$ cat src/core/capb_pkg.sv
package capb_pkg;
  localparam logic [3:0] CTRL_OFFSET = 4'h0;
  localparam logic [3:0] IRQ_STATUS_OFFSET = 4'h4;
  localparam logic [3:0] IRQ_MASK_OFFSET = 4'h8;
  localparam logic [3:0] CAPT_OFFSET = 4'hC;
  localparam int ARM_BIT = 0;
  localparam int SINGLE_PASS_BIT = 1;
  localparam int EDGE0_LSB = 2;
  localparam int EDGE1_LSB = 4;
  localparam int SRC_SEL_BIT = 6;
  localparam logic [15:0] CTRL_RESET = 16'h0000;
  localparam logic [1:0] EDGE_OFF = 2'h0;
  localparam logic [1:0] EDGE_FALL = 2'h1;
  localparam logic [1:0] EDGE_RISE = 2'h2;
  localparam int STAT_CAP0 = 0;
  localparam int STAT_CAP1 = 1;
  localparam int STAT_DONE = 2;
  localparam int STAT_W = 3;
  typedef enum logic [2:0]
  {
    SEQ_IDLE = 3'b001,
    SEQ_ARM0 = 3'b010,
    SEQ_ARM1 = 3'b100
  } seq_state_t;
endpackage

$ cat src/core/edge_detect.sv
`timescale 1ns/1ps
module edge_detect
(
  input wire logic clk,
  input wire logic rst_b,
  input wire logic din,
  output logic rise,
  output logic fall
);
  logic s1_r;
  logic s2_r;
  logic s3_r;
  always_ff @(posedge clk)
  begin
    if (!rst_b)
    begin
      s1_r <= 1'b0;
      s2_r <= 1'b0;
      s3_r <= 1'b0;
    end
    else
    begin
      s1_r <= din;
      s2_r <= s1_r;
      s3_r <= s2_r;
    end
  end
  // Edges are seen only past the second stage
  assign rise = s2_r & ~s3_r;
  assign fall = ~s2_r & s3_r;
endmodule // edge_detect

$ cat src/core/avalon_regs.sv
`timescale 1ns/1ps
module avalon_regs
(
  input wire logic clk,
  input wire logic rst_b,
  input wire logic [3:0] address,
  input wire logic read,
  input wire logic write,
  output logic waitrequest,
  output logic [31:0] readdata,
  output logic rd_pulse,
  output logic wr_pulse,
  input wire logic [31:0] rd_value
);
  // One wait state: the request is served on its second cycle
  logic busy_r;
  logic wait_nxt;
  assign wait_nxt = (read | write) & ~busy_r;
  assign rd_pulse = read & busy_r;
  assign wr_pulse = write & busy_r;
  // Registered copy of the inverse of busy, so the port comes from a flop
  always_ff @(posedge clk)
  begin
    if (!rst_b)
    begin
      busy_r <= 1'b0;
      waitrequest <= 1'b1;
      readdata <= 32'h00000000;
    end
    else
    begin
      busy_r <= wait_nxt;
      waitrequest <= ~wait_nxt;
      if (wait_nxt && read)
        readdata <= rd_value;
    end
  end
endmodule // avalon_regs

$ cat src/core/capture_b_seq.sv
// The implementer's own choices: register access over Avalon-MM and the register addresses.
`timescale 1ns/1ps
module capture_b_seq
(
  input wire logic clk,
  input wire logic rst_b,
  input wire logic [3:0] address,
  input wire logic read,
  input wire logic write,
  input wire logic [31:0] writedata,
  output logic waitrequest,
  output logic [31:0] readdata,
  input wire logic capture_pin,
  input wire logic counter_event,
  output logic capture0_r,
  output logic capture1_r,
  output logic armed0_r,
  output logic armed1_r,
  output logic irq_r
);
  logic [15:0] ctrl_r;
  logic [15:0] ctrl_nxt;
  logic [capb_pkg::STAT_W-1:0] stat_r;
  logic [capb_pkg::STAT_W-1:0] stat_nxt;
  logic [capb_pkg::STAT_W-1:0] mask_r;
  capb_pkg::seq_state_t state_r;
  capb_pkg::seq_state_t state_nxt;
  logic pin_rise;
  logic pin_fall;
  logic cnt_s1_r;
  logic cnt_s2_r;
  logic cnt_s3_r;
  logic rd_pulse;
  logic wr_pulse;
  logic [31:0] rd_value;

  edge_detect u_edge
  (
    .clk(clk),
    .rst_b(rst_b),
    .din(capture_pin),
    .rise(pin_rise),
    .fall(pin_fall)
  );

  avalon_regs u_bus
  (
    .clk(clk),
    .rst_b(rst_b),
    .address(address),
    .read(read),
    .write(write),
    .waitrequest(waitrequest),
    .readdata(readdata),
    .rd_pulse(rd_pulse),
    .wr_pulse(wr_pulse),
    .rd_value(rd_value)
  );

  // Counter event is a pin-rate level pulse; resync and edge it
  always_ff @(posedge clk)
  begin
    if (!rst_b)
    begin
      cnt_s1_r <= 1'b0;
      cnt_s2_r <= 1'b0;
      cnt_s3_r <= 1'b0;
    end
    else
    begin
      cnt_s1_r <= counter_event;
      cnt_s2_r <= cnt_s1_r;
      cnt_s3_r <= cnt_s2_r;
    end
  end

  function automatic logic edge_hit(input logic [1:0] sel, input logic src_cnt,
                                    input logic rise, input logic fall, input logic cnt);
    if (sel == capb_pkg::EDGE_OFF)
      edge_hit = 1'b0;
    else if (src_cnt)
      edge_hit = cnt;
    else
      edge_hit = (sel[0] & fall) | (sel[1] & rise);
  endfunction

  wire [1:0] sel0 = ctrl_r[capb_pkg::EDGE0_LSB +: 2];
  wire [1:0] sel1 = ctrl_r[capb_pkg::EDGE1_LSB +: 2];
  wire en0 = sel0 != capb_pkg::EDGE_OFF;
  wire en1 = sel1 != capb_pkg::EDGE_OFF;
  wire arm = ctrl_r[capb_pkg::ARM_BIT];
  wire single = ctrl_r[capb_pkg::SINGLE_PASS_BIT];
  wire src_cnt = ctrl_r[capb_pkg::SRC_SEL_BIT];
  wire cnt_evt = cnt_s2_r & ~cnt_s3_r;
  logic [1:0] hit;
  logic [1:0] sel_pair [2];
  assign sel_pair[0] = sel0;
  assign sel_pair[1] = sel1;
  // One trigger decoder per capture circuit
  generate
    for (genvar k = 0; k < 2; k++)
    begin : g_circuit
      assign hit[k] = edge_hit(sel_pair[k], src_cnt, pin_rise, pin_fall, cnt_evt);
    end
  endgenerate
  wire hit0 = hit[0];
  wire hit1 = hit[1];
  function automatic logic addr_is(input logic [3:0] a, input logic [3:0] off);
    addr_is = a == off;
  endfunction
  wire ctrl_wr = wr_pulse && addr_is(address, capb_pkg::CTRL_OFFSET);
  wire mask_wr = wr_pulse && addr_is(address, capb_pkg::IRQ_MASK_OFFSET);
  // Clear when readdata is loaded, so a set after the load is not lost
  wire stat_rd = read && waitrequest && addr_is(address, capb_pkg::IRQ_STATUS_OFFSET);
  // Gated by the live arm bit so a clear stops capture at once
  wire cap0 = arm && state_r == capb_pkg::SEQ_ARM0 && hit0;
  wire cap1 = arm && state_r == capb_pkg::SEQ_ARM1 && hit1;
  // Last capture of a pass: circuit 1, or circuit 0 when alone
  wire pass_end = cap1 || (cap0 && !en1);
  wire hw_clear = single && pass_end;

  always_comb
  begin
    state_nxt = state_r;
    if (!arm)
      state_nxt = capb_pkg::SEQ_IDLE;
    else
    begin
      unique case (state_r)
        capb_pkg::SEQ_IDLE:
          if (en0)
            state_nxt = capb_pkg::SEQ_ARM0;
          else if (en1)
            state_nxt = capb_pkg::SEQ_ARM1;
        capb_pkg::SEQ_ARM0:
          if (!en0)
            state_nxt = en1 ? capb_pkg::SEQ_ARM1 : capb_pkg::SEQ_IDLE;
          else if (cap0 && en1)
            state_nxt = capb_pkg::SEQ_ARM1;
          else if (hw_clear)
            state_nxt = capb_pkg::SEQ_IDLE;
        capb_pkg::SEQ_ARM1:
          if (!en1)
            state_nxt = en0 ? capb_pkg::SEQ_ARM0 : capb_pkg::SEQ_IDLE;
          else if (hw_clear)
            state_nxt = capb_pkg::SEQ_IDLE;
          else if (cap1 && en0)
            state_nxt = capb_pkg::SEQ_ARM0;
        default:
          state_nxt = capb_pkg::SEQ_IDLE;
      endcase
    end
  end
  // a lone enabled circuit stays armed in free-running mode

  always_comb
  begin
    ctrl_nxt = ctrl_r;
    if (hw_clear)
      ctrl_nxt[capb_pkg::ARM_BIT] = 1'b0;
    // Software write wins so a fresh arm after a pass is kept
    if (ctrl_wr)
      ctrl_nxt = {9'h000, writedata[6:0]};
  end

  // Status sets win over the read-clear
  always_comb
  begin
    stat_nxt = stat_rd ? {capb_pkg::STAT_W{1'b0}} : stat_r;
    if (cap0)
      stat_nxt[capb_pkg::STAT_CAP0] = 1'b1;
    if (cap1)
      stat_nxt[capb_pkg::STAT_CAP1] = 1'b1;
    if (hw_clear)
      stat_nxt[capb_pkg::STAT_DONE] = 1'b1;
  end

  always_comb
  begin
    unique case (address)
      capb_pkg::CTRL_OFFSET: rd_value = {16'h0000, ctrl_r};
      capb_pkg::IRQ_STATUS_OFFSET: rd_value = {29'h00000000, stat_r};
      capb_pkg::IRQ_MASK_OFFSET: rd_value = {29'h00000000, mask_r};
      capb_pkg::CAPT_OFFSET: rd_value = {28'h0000000, armed1_r, armed0_r, state_r == capb_pkg::SEQ_IDLE, arm};
      default: rd_value = 32'h00000000;
    endcase
  end

  always_ff @(posedge clk)
  begin
    if (!rst_b)
    begin
      ctrl_r <= capb_pkg::CTRL_RESET;
    end
    else
    begin
      ctrl_r <= ctrl_nxt;
    end
  end

  always_ff @(posedge clk)
  begin
    if (!rst_b)
    begin
      stat_r <= {capb_pkg::STAT_W{1'b0}};
    end
    else
    begin
      stat_r <= stat_nxt;
    end
  end

  always_ff @(posedge clk)
  begin
    if (!rst_b)
    begin
      mask_r <= {capb_pkg::STAT_W{1'b0}};
    end
    else if (mask_wr)
    begin
      mask_r <= writedata[capb_pkg::STAT_W-1:0];
    end
  end

  always_ff @(posedge clk)
  begin
    if (!rst_b)
    begin
      state_r <= capb_pkg::SEQ_IDLE;
    end
    else
    begin
      state_r <= state_nxt;
    end
  end

  always_ff @(posedge clk)
  begin
    if (!rst_b)
    begin
      capture0_r <= 1'b0;
    end
    else
    begin
      capture0_r <= cap0;
    end
  end

  always_ff @(posedge clk)
  begin
    if (!rst_b)
    begin
      capture1_r <= 1'b0;
    end
    else
    begin
      capture1_r <= cap1;
    end
  end

  always_ff @(posedge clk)
  begin
    if (!rst_b)
    begin
      armed0_r <= 1'b0;
    end
    else
    begin
      armed0_r <= state_nxt == capb_pkg::SEQ_ARM0 && ctrl_nxt[capb_pkg::ARM_BIT];
    end
  end

  always_ff @(posedge clk)
  begin
    if (!rst_b)
    begin
      armed1_r <= 1'b0;
    end
    else
    begin
      armed1_r <= state_nxt == capb_pkg::SEQ_ARM1 && ctrl_nxt[capb_pkg::ARM_BIT];
    end
  end

  always_ff @(posedge clk)
  begin
    if (!rst_b)
    begin
      irq_r <= 1'b0;
    end
    else
    begin
      irq_r <= |(stat_nxt & mask_r);
    end
  end
endmodule // capture_b_seq

$ cat config.mk
export PLATFORM = sky130hd
export DESIGN_NAME = capture_b_seq
export DESIGN_NICKNAME = d
export VERILOG_FILES = /design/src/core/capb_pkg.sv /design/src/core/edge_detect.sv /design/src/core/avalon_regs.sv /design/src/core/capture_b_seq.sv
export SDC_FILE = /design/constraint.sdc
export NUM_CORES = 1
export LEC_CHECK = 0
export ABC_CLOCK_PERIOD_IN_PS = 2400
export BUFFER_PORTS_ARGS = -buffer_cell sky130_fd_sc_hd__buf_4
export CAP_MARGIN = 20
export CORE_MARGIN = 4
export CORE_UTILIZATION = 46
export DETAILED_ROUTE_END_ITERATION = 12
export PLACE_DENSITY = 0.79
export SLEW_MARGIN = 20
export SYNTH_ARGS = -nofsm -noshare
export SYNTH_HDL_FRONTEND = slang
export SYNTH_SLANG_ARGS = --single-unit
$ cat constraint.sdc
create_clock -name clk -period 2.4 [get_ports clk]
set_input_delay 0.48 -clock clk [delete_from_list [all_inputs] [get_ports clk]]
set_output_delay 0.48 -clock clk [all_outputs]
set_load 0.005 [all_outputs]
# [Word-level counts from Yosys, hierarchy flattened]
# Index checks and enable logic that the tools add are counted.
# Widths: inputs -> output; s select.
[word_totals] ff_bits=61 latchBits=0 mem_bits_rw=0 mem_bits_ro=0 input_bits=42 output_inout_bits=38 memories=0
[classes] add_sub_neg=0 multipliers=0 div_mod_pow=0 magnitude_cmp=0 n_eq_ne=8 shifts=0 mux=23 bitwise_logic=18 reduce_logical=23
[ops] op="$mux 3" n=11
[ops] op="$pmux 7 s4" n=1
[ops] op="$logic_and 1x1->1" n=15
[ops] op="$and 1x1->1" n=9
[ops] op="$mux 1" n=9
[ops] op="$pmux 3 s3" n=1
[ops] op="$eq 4x4->1 const B" n=2
[ops] op="$eq 3x2->1 const B" n=2
[ops] op="$eq 3x3->1 const B" n=2
[ops] op="$not 1->1" n=5
[ops] op="$eq 4x3->1 const B" n=1
[ops] op="$logic_not 2->1" n=2
[ops] op="$logic_not 4->1" n=1
[ops] op="$reduce_bool 2->1" n=2
[ops] op="$and 3x3->3" n=1
[ops] op="$eq 3x1->1 const B" n=1
[ops] op="$or 1x1->1" n=3
[ops] op="$reduce_or 3->1" n=1
[ops] op="$mux 2" n=1
[ops] op="$logic_not 1->1" n=1
[ops] op="$logic_or 1x1->1" n=1

# [Depth between registers and ports, before layout]
# Gate-level depths: netlist (run 1).
[logic_depth] word_depth=17 depth_mapped=6

# [Modules after synthesis]
# A second synthesis (run 1) with hierarchy kept.
[unflattened] hier_cells=285 area_unflattened_um2=2692.6
[by_module_without_submodules] module="avalon_regs" instances=1 cells_each=147 area_each_um2=1397.6 seq_area_each_um2=680.7
[by_module_without_submodules] module="capture_b_seq" instances=1 cells_each=130 area_each_um2=1203.7 seq_area_each_um2=480.5
[by_module_without_submodules] module="edge_detect" instances=1 cells_each=8 area_each_um2=91.3 seq_area_each_um2=60.1

# [Least setup slack after synthesis (run 1)]
# OpenSTA, ideal clock, no wires.
[synth_path] path_kind="input -> register" start="input address[3]" end="register armed0_r" setup_ns=0.103 arrival_time_ns=1.639 required_time_ns=2.297 slack_ns=0.658 stages=6 n_path_buf=1 cell_sequence="clkbuf_1 > nor2_1 > nand4_2 > inv_1 > nand2_1 > a2111oi_2"
[synth_between] elab_chain_len=4
[synth_lines] item="from (decl)" line="capture_b_seq.sv:7" rtl="input wire logic [3:0] address,"
[synth_lines] item="$logic_not 4->1" line="capture_b_seq.sv:109" rtl="addr_is = a == off;"
[synth_lines] item="$logic_and 1x1->1" line="capture_b_seq.sv:111" rtl="wire ctrl_wr = wr_pulse && addr_is(address, capb_pkg::CTRL_OFFSET);"
[synth_lines] item="$mux 1" line="capture_b_seq.sv:162" rtl="if (ctrl_wr)"
[synth_lines] item="$logic_and 1x1->1" line="capture_b_seq.sv:269" rtl="armed0_r <= state_nxt == capb_pkg::SEQ_ARM0 && ctrl_nxt[capb_pkg::ARM_BIT];"
[synth_lines] item="to (signal assigned)" line="capture_b_seq.sv:269"
[synth_lines] item="to (decl)" line="capture_b_seq.sv:17" rtl="output logic armed0_r,"
# Every way passes these cells.
# A chain may end at the register's enable or synchronous reset.

# [Worst setup path in the final report (run 1)]
[layout_path] start="register state_r[2]" end="register armed0_r"
[layout_between] elab_chain_len=13 elab_cells_between_ends=26 classes_between="eq/ne: 4; mux: 12; reduce/logical: 10"
[layout_lines] item="from (decl)" line="capture_b_seq.sv:26" rtl="capb_pkg::seq_state_t state_r;"
[layout_lines] item="from (signal assigned)" line="capture_b_seq.sv:229" rtl="state_r <= capb_pkg::SEQ_IDLE;"
[layout_lines] item="from (signal assigned)" line="capture_b_seq.sv:233" rtl="state_r <= state_nxt;"
[layout_lines] item="$eq 3x2->1" line="capture_b_seq.sv:116, capture_b_seq.sv:129"
[layout_lines] item="$logic_and 1x1->1 (2 in a row)" line="capture_b_seq.sv:116" rtl="wire cap0 = arm && state_r == capb_pkg::SEQ_ARM0 && hit0;"
[layout_lines] item="$logic_and 1x1->1" line="capture_b_seq.sv:119" rtl="wire pass_end = cap1 || (cap0 && !en1);"
[layout_lines] item="$logic_or 1x1->1" line="capture_b_seq.sv:119"
[layout_lines] item="$logic_and 1x1->1" line="capture_b_seq.sv:120" rtl="wire hw_clear = single && pass_end;"
[layout_lines] item="$mux 3" line="capture_b_seq.sv:140" rtl="else if (hw_clear)"
[layout_lines] item="$mux 3" line="capture_b_seq.sv:138" rtl="else if (cap0 && en1)"
[layout_lines] item="$mux 3" line="capture_b_seq.sv:136" rtl="if (!en0)"
[layout_lines] item="$pmux 3 s3" line="capture_b_seq.sv:129" rtl="unique case (state_r)"
[layout_lines] item="$mux 3" line="capture_b_seq.sv:125" rtl="if (!arm)"
[layout_lines] item="$eq 3x2->1" line="capture_b_seq.sv:269"
[layout_lines] item="$logic_and 1x1->1 *" line="capture_b_seq.sv:269"
# Mark *: on every way between the ends. The rest lies on a longest branch, timed or not.

==> results of run 1 <==
-- how the worst max path moves through the flow --
stage	from	endpoint	slack, ps	depth (start not counted)
floorplan	address[3]	armed0_r	660	6
global placement	address[1]	irq_r	380	6
detailed placement	address[1]	irq_r	390	6
CTS	state_r[2]	armed0_r	600	5
global route	ctrl_r[4]	state_r[1]	440	5
finish	state_r[2]	armed0_r	590	5
-- metrics by stage --
step / power [uW] / worst slack (ps)
floorplan: 694 / 658
global placement: 695 / 377
detailed placement: 697 / 389
CTS: 1130 / 597
global route: 1170 / 443
finish: 1110 / 591
-- synth_stat cells (4+ instances only) --
cell	n	area share, %
dfxtp_1	36	41
buf_4	25	11
nand2_1	19	4.1
nor2b_1	14	5.0
and2_1	9	3.2
nor2_1	8	1.7
a22oi_1	7	3.0
a21boi_0	6	2.6
nor3_1	6	1.7
mux2i_1	5	2.9
and3_1	4	1.4
clkbuf_1	4	0.86
-- layer usage --
metal / GRT usage (%) / part of all wire [%] / wire length [um]
met1: 16.1 / 43 / 1470
met2: 23.6 / 47 / 1620
met3: 5.36 / 8.0 / 275
met4: 5.86 / 1.6 / 56
met5: 0 / 0 / 0
-- sequential cells by signal, summed over array words and instances (netlist names), 3 cells and up --
register and count:
state_r 3, mask_r 3, u_bus.readdata 7, ctrl_r 7
stat_r 3
-- final cells by class --
class / instances / area [um2]
Multi-Input combinational cell: 143 / 896
Timing Repair Buffer: 31 / 233
Clock buffer: 8 / 90.1
Inverter: 3 / 11.3
Fill cell: 341 / 1650
Sequential cell: 36 / 721
Tap cell: 48 / 60.1
-- cells by family (layout without fill, tap and decap cells) --
logic type / count (synthesis) / count (layout) / synth area share [%]
buffers and inverters: 33 / 42 / 12.5
and+or+nand+nor: 76 / 76 / 23.9
muxes: 7 / 7 / 5.45
AOI/OAI and AO/OA: 35 / 35 / 16.6
DFF: 36 / 36 / 41.3
other: 1 / 25 / 0.215
-- power by group --
group | internal [uW] | switching (uW)
clock network | 234 | 198
registers | 605 | 4.55
logic | 33.9 | 39.5
total | 873 | 242
==> impl_results.md, run 1 <==
- Synth Flop Type: dfxtp_1
- Most frequent cells in the layout: dfxtp_1, buf_4, conb_1, nand2_1, nor2b_1
- Yosys reg bits: 36
- Setup_tns: 0 ps
- Drc violations: 0
- Fin. max-slew vios: 0
- Crit. End Element: flip-flop
- DIE HEIGHT: 69.6 um
- Slowest stage delay, CP: 450 ps
- # H-tree levels: 2
- Mapped Cells: 188
- WP data required: 2580 ps
- Inst Count DP: 261
- Worst-margin pin slew: 542 ps
- GRT Resource Usage Total: 14.1%
- Cell Area, Placed: 0.00192 mm2
- Routed vias/inst: 4.93
- Max FO, Critical Path: 7
- Internal reg-to-reg setup slack: 590 ps
- Routed len/inst: 12.7 um
- Gr ovfl total: 0
- Worst VDD drop: 222 uV
- Reg-to-reg startpoint: state_r[2]
- Max Freq: 0.553 GHz
- Hold Path Stages: 2
- Post-CTS setup buffer count: 0
- Post-detail-place hpwl: 2670 um
- Antenna violations before repair: 0
- Crit path max-delay family: simple AND/OR/NAND/NOR gates
- Syn Std Cell Area: 0.00175 mm2
- Min cycle time layout: 1810 ps
- Layout cell share with drive strength beyond 1: 21.7%
- Cell variety after synth: 42
- Final hold viol count: 0
- CP Cell Sequence: or3b_1 > nor2_1 > and3_1 > a221oi_1 > a2111oi_2
- Die X: 69.6 um
- Commonest non-fill, non-tap cell in the layout: dfxtp_1
- Num rows: 22
- Hold Buf Count CTS: 0
- Antenna diodes: 0
- R2R Path End: armed0_r
- Vias in the first global route: 1190
- Worst-Skew Late Latency: 290 ps
- PwrDens: 554 mW/mm2
- Crit share post-route: 75.4%
- Via count: 1327
- Router iterations before antenna repair: 4
- WP buf/inv: 0
- Die area: 0.00484 mm2
- Fin area: 0.00201 mm2
- Number of routed nets with antenna violations: 0
- Reg clk slew, reported paths: 60 ps
- Root Buffer: clkbuf_8
- Leak: 0.000845 uW
- Clk sink count: 36
- Io pins: 80
- Seq/Total Area, Yosys: 41.3%
- DR iter-0 viols: 61
- Slowest stage cell on the critical path: dfxtp_1
- Setup Skew: 6.63 ps
- Routed wire length: 3420 um
- Final Core Density: 54.9%
- Worst EP arrival: 1990 ps
- Critical Path Start Type: flip-flop
- TritonCTS buffer count: 5
- Largest net degree at the start of global routing: 34
- Status: complete, no violations
- Final setup fails: 0
- RSZ-0062 raised after global routing: false
- CTS tree: yes
- Crit path kind: flip-flop to flip-flop
- CORE AREA: 0.00366 mm2
- GP Congestion: 0.877
- WHS: 397 ps
- Slew HR: 63.6%
- Asr flop ratio synth: 0%
- Worst Hold Endpoint: u_edge.s1_r
- Area Growth Syn to Fin: 15.2%
- Hold Path Class: input pin to flip-flop
- Starting Density: 47.7%
- Post-cts sizing count: 0
- Clock buffer depth: 2
- Nets@finish: 262
- Synth warn: 0
- R2R cell count: 5
- Layout Cells excl Fill: 269
- Number of port buffers: 29
- First-pass GRT wire length: 5470 um
- Maxcap violations: 0
- Avg Synthesized Cell Area: 9.28 um2
- Startpoint of the worst hold path: capture_pin
- Number of synthesized flops with an enable pin: 0
Power figures use the tool's default switching activity.
==> inputs of run 2 (changes only) <==
--- a/config.mk
+++ b/config.mk
@@ -5,7 +5,7 @@
 export SDC_FILE = /design/constraint.sdc
 export NUM_CORES = 1
 export LEC_CHECK = 0
-export ABC_CLOCK_PERIOD_IN_PS = 2400
+export ABC_CLOCK_PERIOD_IN_PS = 1700
 export BUFFER_PORTS_ARGS = -buffer_cell sky130_fd_sc_hd__buf_4
 export CAP_MARGIN = 20
 export CORE_MARGIN = 4
==> constraint.sdc (replaced) <==
create_clock -name clk -period 1.7 [get_ports clk]
set_input_delay 0.34 -clock clk [delete_from_list [all_inputs] [get_ports clk]]
set_output_delay 0.34 -clock clk [all_outputs]
set_load 0.005 [all_outputs]
==> impl_results.md, run 2 (synthesized netlist as in run 1, its figures left out) <==
- Status: finished, violations left
- Failing checks: negative setup slack
- # H-tree levels: 2 (unchanged)
- Nets@finish: 278 (+6.1%)
- Post-detail-place hpwl: 2820 um (+5.6%)
- GP Congestion: 0.888 (+1.4%)
- Clock network power share: 42.5% (+3.8 points)
- Area Growth Syn to Fin: 25.4%
- Reg power frac: 50.6% (-4.1 points)
- Gr ovfl total: 0 (unchanged)
- Antenna diodes: 0 (unchanged)
- Setup_tns: -21.3 ps (-21.3 ps)
- P_sw: 354 uW (+47%)
- Worst-Skew Late Latency: 290 ps (about the same)
- Vias in the first global route: 1334 (+12%)
- Router iterations before antenna repair: 4 (unchanged)
- GRT Resource Usage Total: 15.5% (+1.3 points)
- Clock buffer depth: 2 (unchanged)
- First-pass GRT wire length: 6030 um (+10%)
- Routed len/inst: 13.3 um (+4.8%)
- DP Worst Slack: -87.6 ps (-476 ps)
- DIE HEIGHT: 69.6 um (unchanged)
- Hold Buf Count CTS: 0 (unchanged)
- Crit. End Element: flip-flop
- Regs by FF count: ctrl_r: 7 flops, u_bus.readdata: 7 flops
- Crit share post-route: 101% (+26 points)
- Starting Density: 47.7% (unchanged)
- CTS tree: yes
- Fin area: 0.00219 mm2 (+8.9%)
- Max Freq: 0.581 GHz (+5.1%)
- Antenna violations before repair: 0 (unchanged)
- PwrDens: 777 mW/mm2 (+40%)
- Setup Skew: 10.6 ps (+3.94 ps)
- Num rows: 22 (unchanged)
- Drc violations: 0 (unchanged)
- Max FO, Critical Path: 4 (-3)
- TritonCTS buffer count: 5 (unchanged)
- Worst VDD drop: 437 uV (+97%)
- Worst-margin pin slew: 529 ps (-12.7 ps)
- WP data required: 1860 ps (-720 ps)
- Internal: 1350 uW (+54%)
- Critical Path Start Type: flip-flop
- DR iter-0 viols: 88 (+44%)
- Fillers: 323 (-5.3%)
- Via count: 1454 (+9.6%)
- Layout cell share with drive strength beyond 1: 30.0% (+8.2 points)
- Comb power frac: 6.8% (+0.2 points)
- Most frequent cells in the layout: buf_4, dfxtp_1, conb_1, nand2_1, nor2b_1
- CORE AREA: 0.00366 mm2 (unchanged)
- Routed wire length: 3800 um (+11%)
- Worst Slack Setup Final: -21.3 ps (-612 ps)
- Fin. max-slew vios: 0 (unchanged)
- Leak: 0.000940 uW (+11%)
- Number of port buffers: 29 (unchanged)
- Largest net degree at the start of global routing: 34 (unchanged)
- Reg clk slew, reported paths: 60 ps (about the same)
- Maxcap violations: 0 (unchanged)
- Clk sink count: 36 (unchanged)
- Final Core Density: 59.8% (+4.9 points)
- Crit path kind: flip-flop to flip-flop
- Min cycle time layout: 1720 ps (-88.1 ps)
- Final hold viol count: 0 (unchanged)
- Hold Path Class: input pin to flip-flop
- WHS: 262 ps (-135 ps)
- RSZ-0062 raised after global routing: true
- Net Sw Frac: 20.8% (-0.84 points)
- Worst EP arrival: 1880 ps (-110 ps)
- Die X: 69.6 um (unchanged)
- Number of routed nets with antenna violations: 0 (unchanged)
- Commonest non-fill, non-tap cell in the layout: buf_4
- Root Buffer: clkbuf_8
- Routed vias/inst: 5.10 (+3.4%)
- Cell Area, Placed: 0.00204 mm2 (+6.3%)
- Final setup fails: 1 (+1)
- Slew HR: 64.6% (+1.0 points)
- Io pins: 80 (unchanged)
- Die area: 0.00484 mm2 (unchanged)
[run 2: cell types whose count changed in the layout (fill, tap and decap cells not counted), moves of 2 or more]
cell      change
dfxtp_2       +2
a221oi_1      -2
dfxtp_1       -2
a221oi_2      +2
buf_4        +16
[run 2: repair_timing]
item,CTS,global route
resized for setup,4,4
setup buffers,0,0
endpoints found under the setup margin,5,6
pin swaps,7,2
[run 2: power groups by stage]
stage,logic (uW),registers [uW],clock network (uW)
6_report,116,861,724
5_1_grt,131,861,775
4_1_cts,115,861,738
3_5_place_dp,114,880,0
3_3_place_gp,113,880,0
2_1_floorplan,101,879,0
[run 2: critical path, stage by stage (launching register included)]
cell and delay [ps]:
dfxtp_2 330, nor2b_1 140, a221o_1 360, a32oi_2 290, o21ai_1 110, a311o_1 370
[run 2: final timing paths]
check                    from          end  slack, ps  cells past startpoint
hold / removal    capture_pin  u_edge.s1_r        260                      2
setup / recovery  u_edge.s3_r        irq_r        -20                      5
setup reg to reg  u_edge.s3_r        irq_r        -20                      5
hold reg to reg      cnt_s1_r     cnt_s2_r        440                      1
[run 2: through the flow]
step / power [uW] / cells
2_1_floorplan: 979 / 212
3_3_place_gp: 992 / 277
3_5_place_dp: 994 / 277
4_1_cts: 1710 / 285
5_1_grt: 1770 / 285
6_report: 1700 / 285
[run 2: area by class of cell]
type	instances	area, um2	area share (%)
Sequential cell	36	723	33.0
Clock buffer	6	72.6	3.31
Multi-Input combinational cell	143	935	42.7
Clock inverter	2	35.0	1.60
Inverter	3	11.3	0.514
Timing Repair Buffer	47	353	16.1
Tap cell	48	60.1	2.74
[run 2: routing by layer]
layer  routed length (um)  vias up  share of wire (%)  global-route usage [%]
met1                 1490      662                 39                    17.5
met5                    0        -                  0                       0
met2                 1870       71                 49                    25.7
met3                  325       15                8.6                    5.51
met4                  109        0                2.9                    7.38
li1                     -      706                  -                       -
==> inputs of run 3 (changes only) <==
--- a/config.mk
+++ b/config.mk
@@ -12,6 +12,7 @@
 export CORE_UTILIZATION = 46
 export DETAILED_ROUTE_END_ITERATION = 12
 export PLACE_DENSITY = 0.79
+export SKIP_CTS_REPAIR_TIMING = 1
 export SLEW_MARGIN = 20
 export SYNTH_ARGS = -nofsm -noshare
 export SYNTH_HDL_FRONTEND = slang
==> impl_results.md, run 3 (synthesized netlist as in run 1, its figures left out) <==
- Setup crit start: u_edge.s2_r
- CORE AREA: 0.00366 mm2 (unchanged)
- Number of routed nets with antenna violations: 0 (unchanged)
- First-pass GRT wire length: 5900 um (-2.2%)
- Number of port buffers: 29 (unchanged)
- Vias in the first global route: 1294 (-3.0%)
- GP Congestion: 0.888 (unchanged)
- Final setup fails: 1 (unchanged)
- Final hold viol count: 0 (unchanged)
- Drc violations: 0 (unchanged)
- DIE HEIGHT: 69.6 um (unchanged)
- Clk sink count: 36 (unchanged)
- Status: finished, violations left
- CTS tree: yes
- Die X: 69.6 um (unchanged)
- Io pins: 80 (unchanged)
- Min cycle time layout: 1710 ps (-8.34 ps)
- Routed vias/inst: 5.06 (-0.83%)
- Reg-to-reg startpoint: u_edge.s2_r
- PwrDens: 779 mW/mm2 (+0.31%)
- TritonCTS buffer count: 5 (unchanged)
- Via count: 1442 (-0.83%)
- Crit path max-delay family: compound AO/OA/AOI/OAI gates
- Worst EP arrival: 1870 ps (about the same)
- Setup Skew: 10.4 ps (-0.126 ps)
- DP Worst Slack: -87.6 ps (unchanged)
- Most frequent cells in the layout: buf_4, dfxtp_1, conb_1, nand2_1, nor2b_1
- Nets@finish: 278 (unchanged)
- Fillers: 326 (+0.93%)
- Largest net degree at the start of global routing: 34 (unchanged)
- Regs by FF count: ctrl_r: 7 flops, u_bus.readdata: 7 flops
- Slowest stage cell on the critical path: a311o_1
- Crit share post-route: 101% (-0.49 points)
- Antenna diodes: 0 (unchanged)
- Inst Count DP: 277 (unchanged)
- Max FO, Critical Path: 4 (unchanged)
- Gr ovfl total: 0 (unchanged)
- Maxcap violations: 0 (unchanged)
- RSZ-0062 raised after global routing: true
- Area Growth Syn to Fin: 25.2%
- WP buf/inv: 0 (unchanged)
- Design Power: 1700 uW (about the same)
- R2R Path End: irq_r
- Die area: 0.00484 mm2 (unchanged)
- Fin. max-slew vios: 0 (unchanged)
- Antenna violations before repair: 0 (unchanged)
- Failing checks: negative setup slack
- Max Freq: 0.584 GHz (+0.49%)
- Routed len/inst: 13.1 um (-1.9%)
- Leak: 0.000941 uW (about the same)
- Root Buffer: clkbuf_8
- WP data required: 1860 ps (about the same)
- Crit. End Element: flip-flop
- Router iterations before antenna repair: 4 (unchanged)
- Commonest non-fill, non-tap cell in the layout: buf_4
- Worst VDD drop: 437 uV (about the same)
- Worst Slack Setup Final: -12.9 ps (+8.34 ps)
- Internal reg-to-reg setup slack: -10 ps (about the same)
- Worst-Skew Late Latency: 290 ps (about the same)
- GRT Resource Usage Total: 15.1% (-0.39 points)
- Crit path kind: flip-flop to flip-flop
- R2R cell count: 5 (unchanged)
- Routed wire length: 3730 um (-1.9%)
- Layout Cells excl Fill: 285 (unchanged)
- Critical path depth: 5 (unchanged)
- Reg clk slew, reported paths: 60 ps (about the same)
- Layout cell share with drive strength beyond 1: 30.0% (unchanged)
- Hold Path Class: input pin to flip-flop
- Num rows: 22 (unchanged)
- Post-detail-place hpwl: 2820 um (unchanged)
- Slowest stage delay, CP: 380 ps (about the same)
- Final Core Density: 59.7% (-0.14 points)
- Starting Density: 47.7% (unchanged)
- Critical Path Start Type: flip-flop
- Clock buffer depth: 2 (unchanged)
- CP Cell Sequence: nor2b_4 > a221o_1 > a32oi_2 > o21ai_1 > a311o_1
- DR iter-0 viols: 78 (-11%)
- # H-tree levels: 2 (unchanged)
- Crit path to: irq_r
run 3: cell counts in the layout (fill, tap and decap cells not counted):
Identical to the previous run, type by type.
run 3: layout make-up:
| cell class | count | area (um2) | area share (%) |
|---|---|---|---|
| well taps | 48 | 60.1 | 2.75 |
| inverters | 3 | 11.3 | 0.515 |
| flip-flops and latches | 36 | 723 | 33.1 |
| repair buffers | 47 | 353 | 16.2 |
| clock inverters | 2 | 35.0 | 1.60 |
| multi-input cells | 143 | 930 | 42.6 |
| clock buffers | 6 | 72.6 | 3.32 |
run 3: stage by stage:
stage                     area (um2)  hold slack [ps]  TNS, ps
final                           2180              261    -12.9
after CTS                       2150              255     -299
after global routing            2180              260     -196
after global placement          2040              416     -168
after floorplan                 1840              412        0
after detailed placement        2040              418     -220
run 3: routing by layer:
metal / GRT usage, % / wire (um) / up-vias
met5: 0 / 0 / -
met4: 6.72 / 123 / 0
met3: 5.51 / 310 / 17
met2: 24.8 / 1800 / 69
met1: 17.5 / 1500 / 653
li1: - / - / 703
run 3: power by group:
part | internal (uW) | switching, uW
clock | 435 | 290
sequential | 855 | 6.25
combinational | 57.2 | 59.3
run 3: worst reg2reg max path, delay by kind of cell (launching register included):
family	cells	cell delay, ps
and+or+nand+nor	1	120
AOI/OAI and AO/OA	4	1150
DFF	1	330
run 3: worst min path at each step:
stage                     slack [ps]        start  depth (start not counted)     endpoint
after floorplan                  410     cnt_s1_r                          1     cnt_s2_r
after global placement           420     cnt_s1_r                          1     cnt_s2_r
after detailed placement         420  u_edge.s1_r                          1  u_edge.s2_r
after CTS                        250  capture_pin                          2  u_edge.s1_r
after global routing             260  capture_pin                          2  u_edge.s1_r
final                            260  capture_pin                          2  u_edge.s1_r
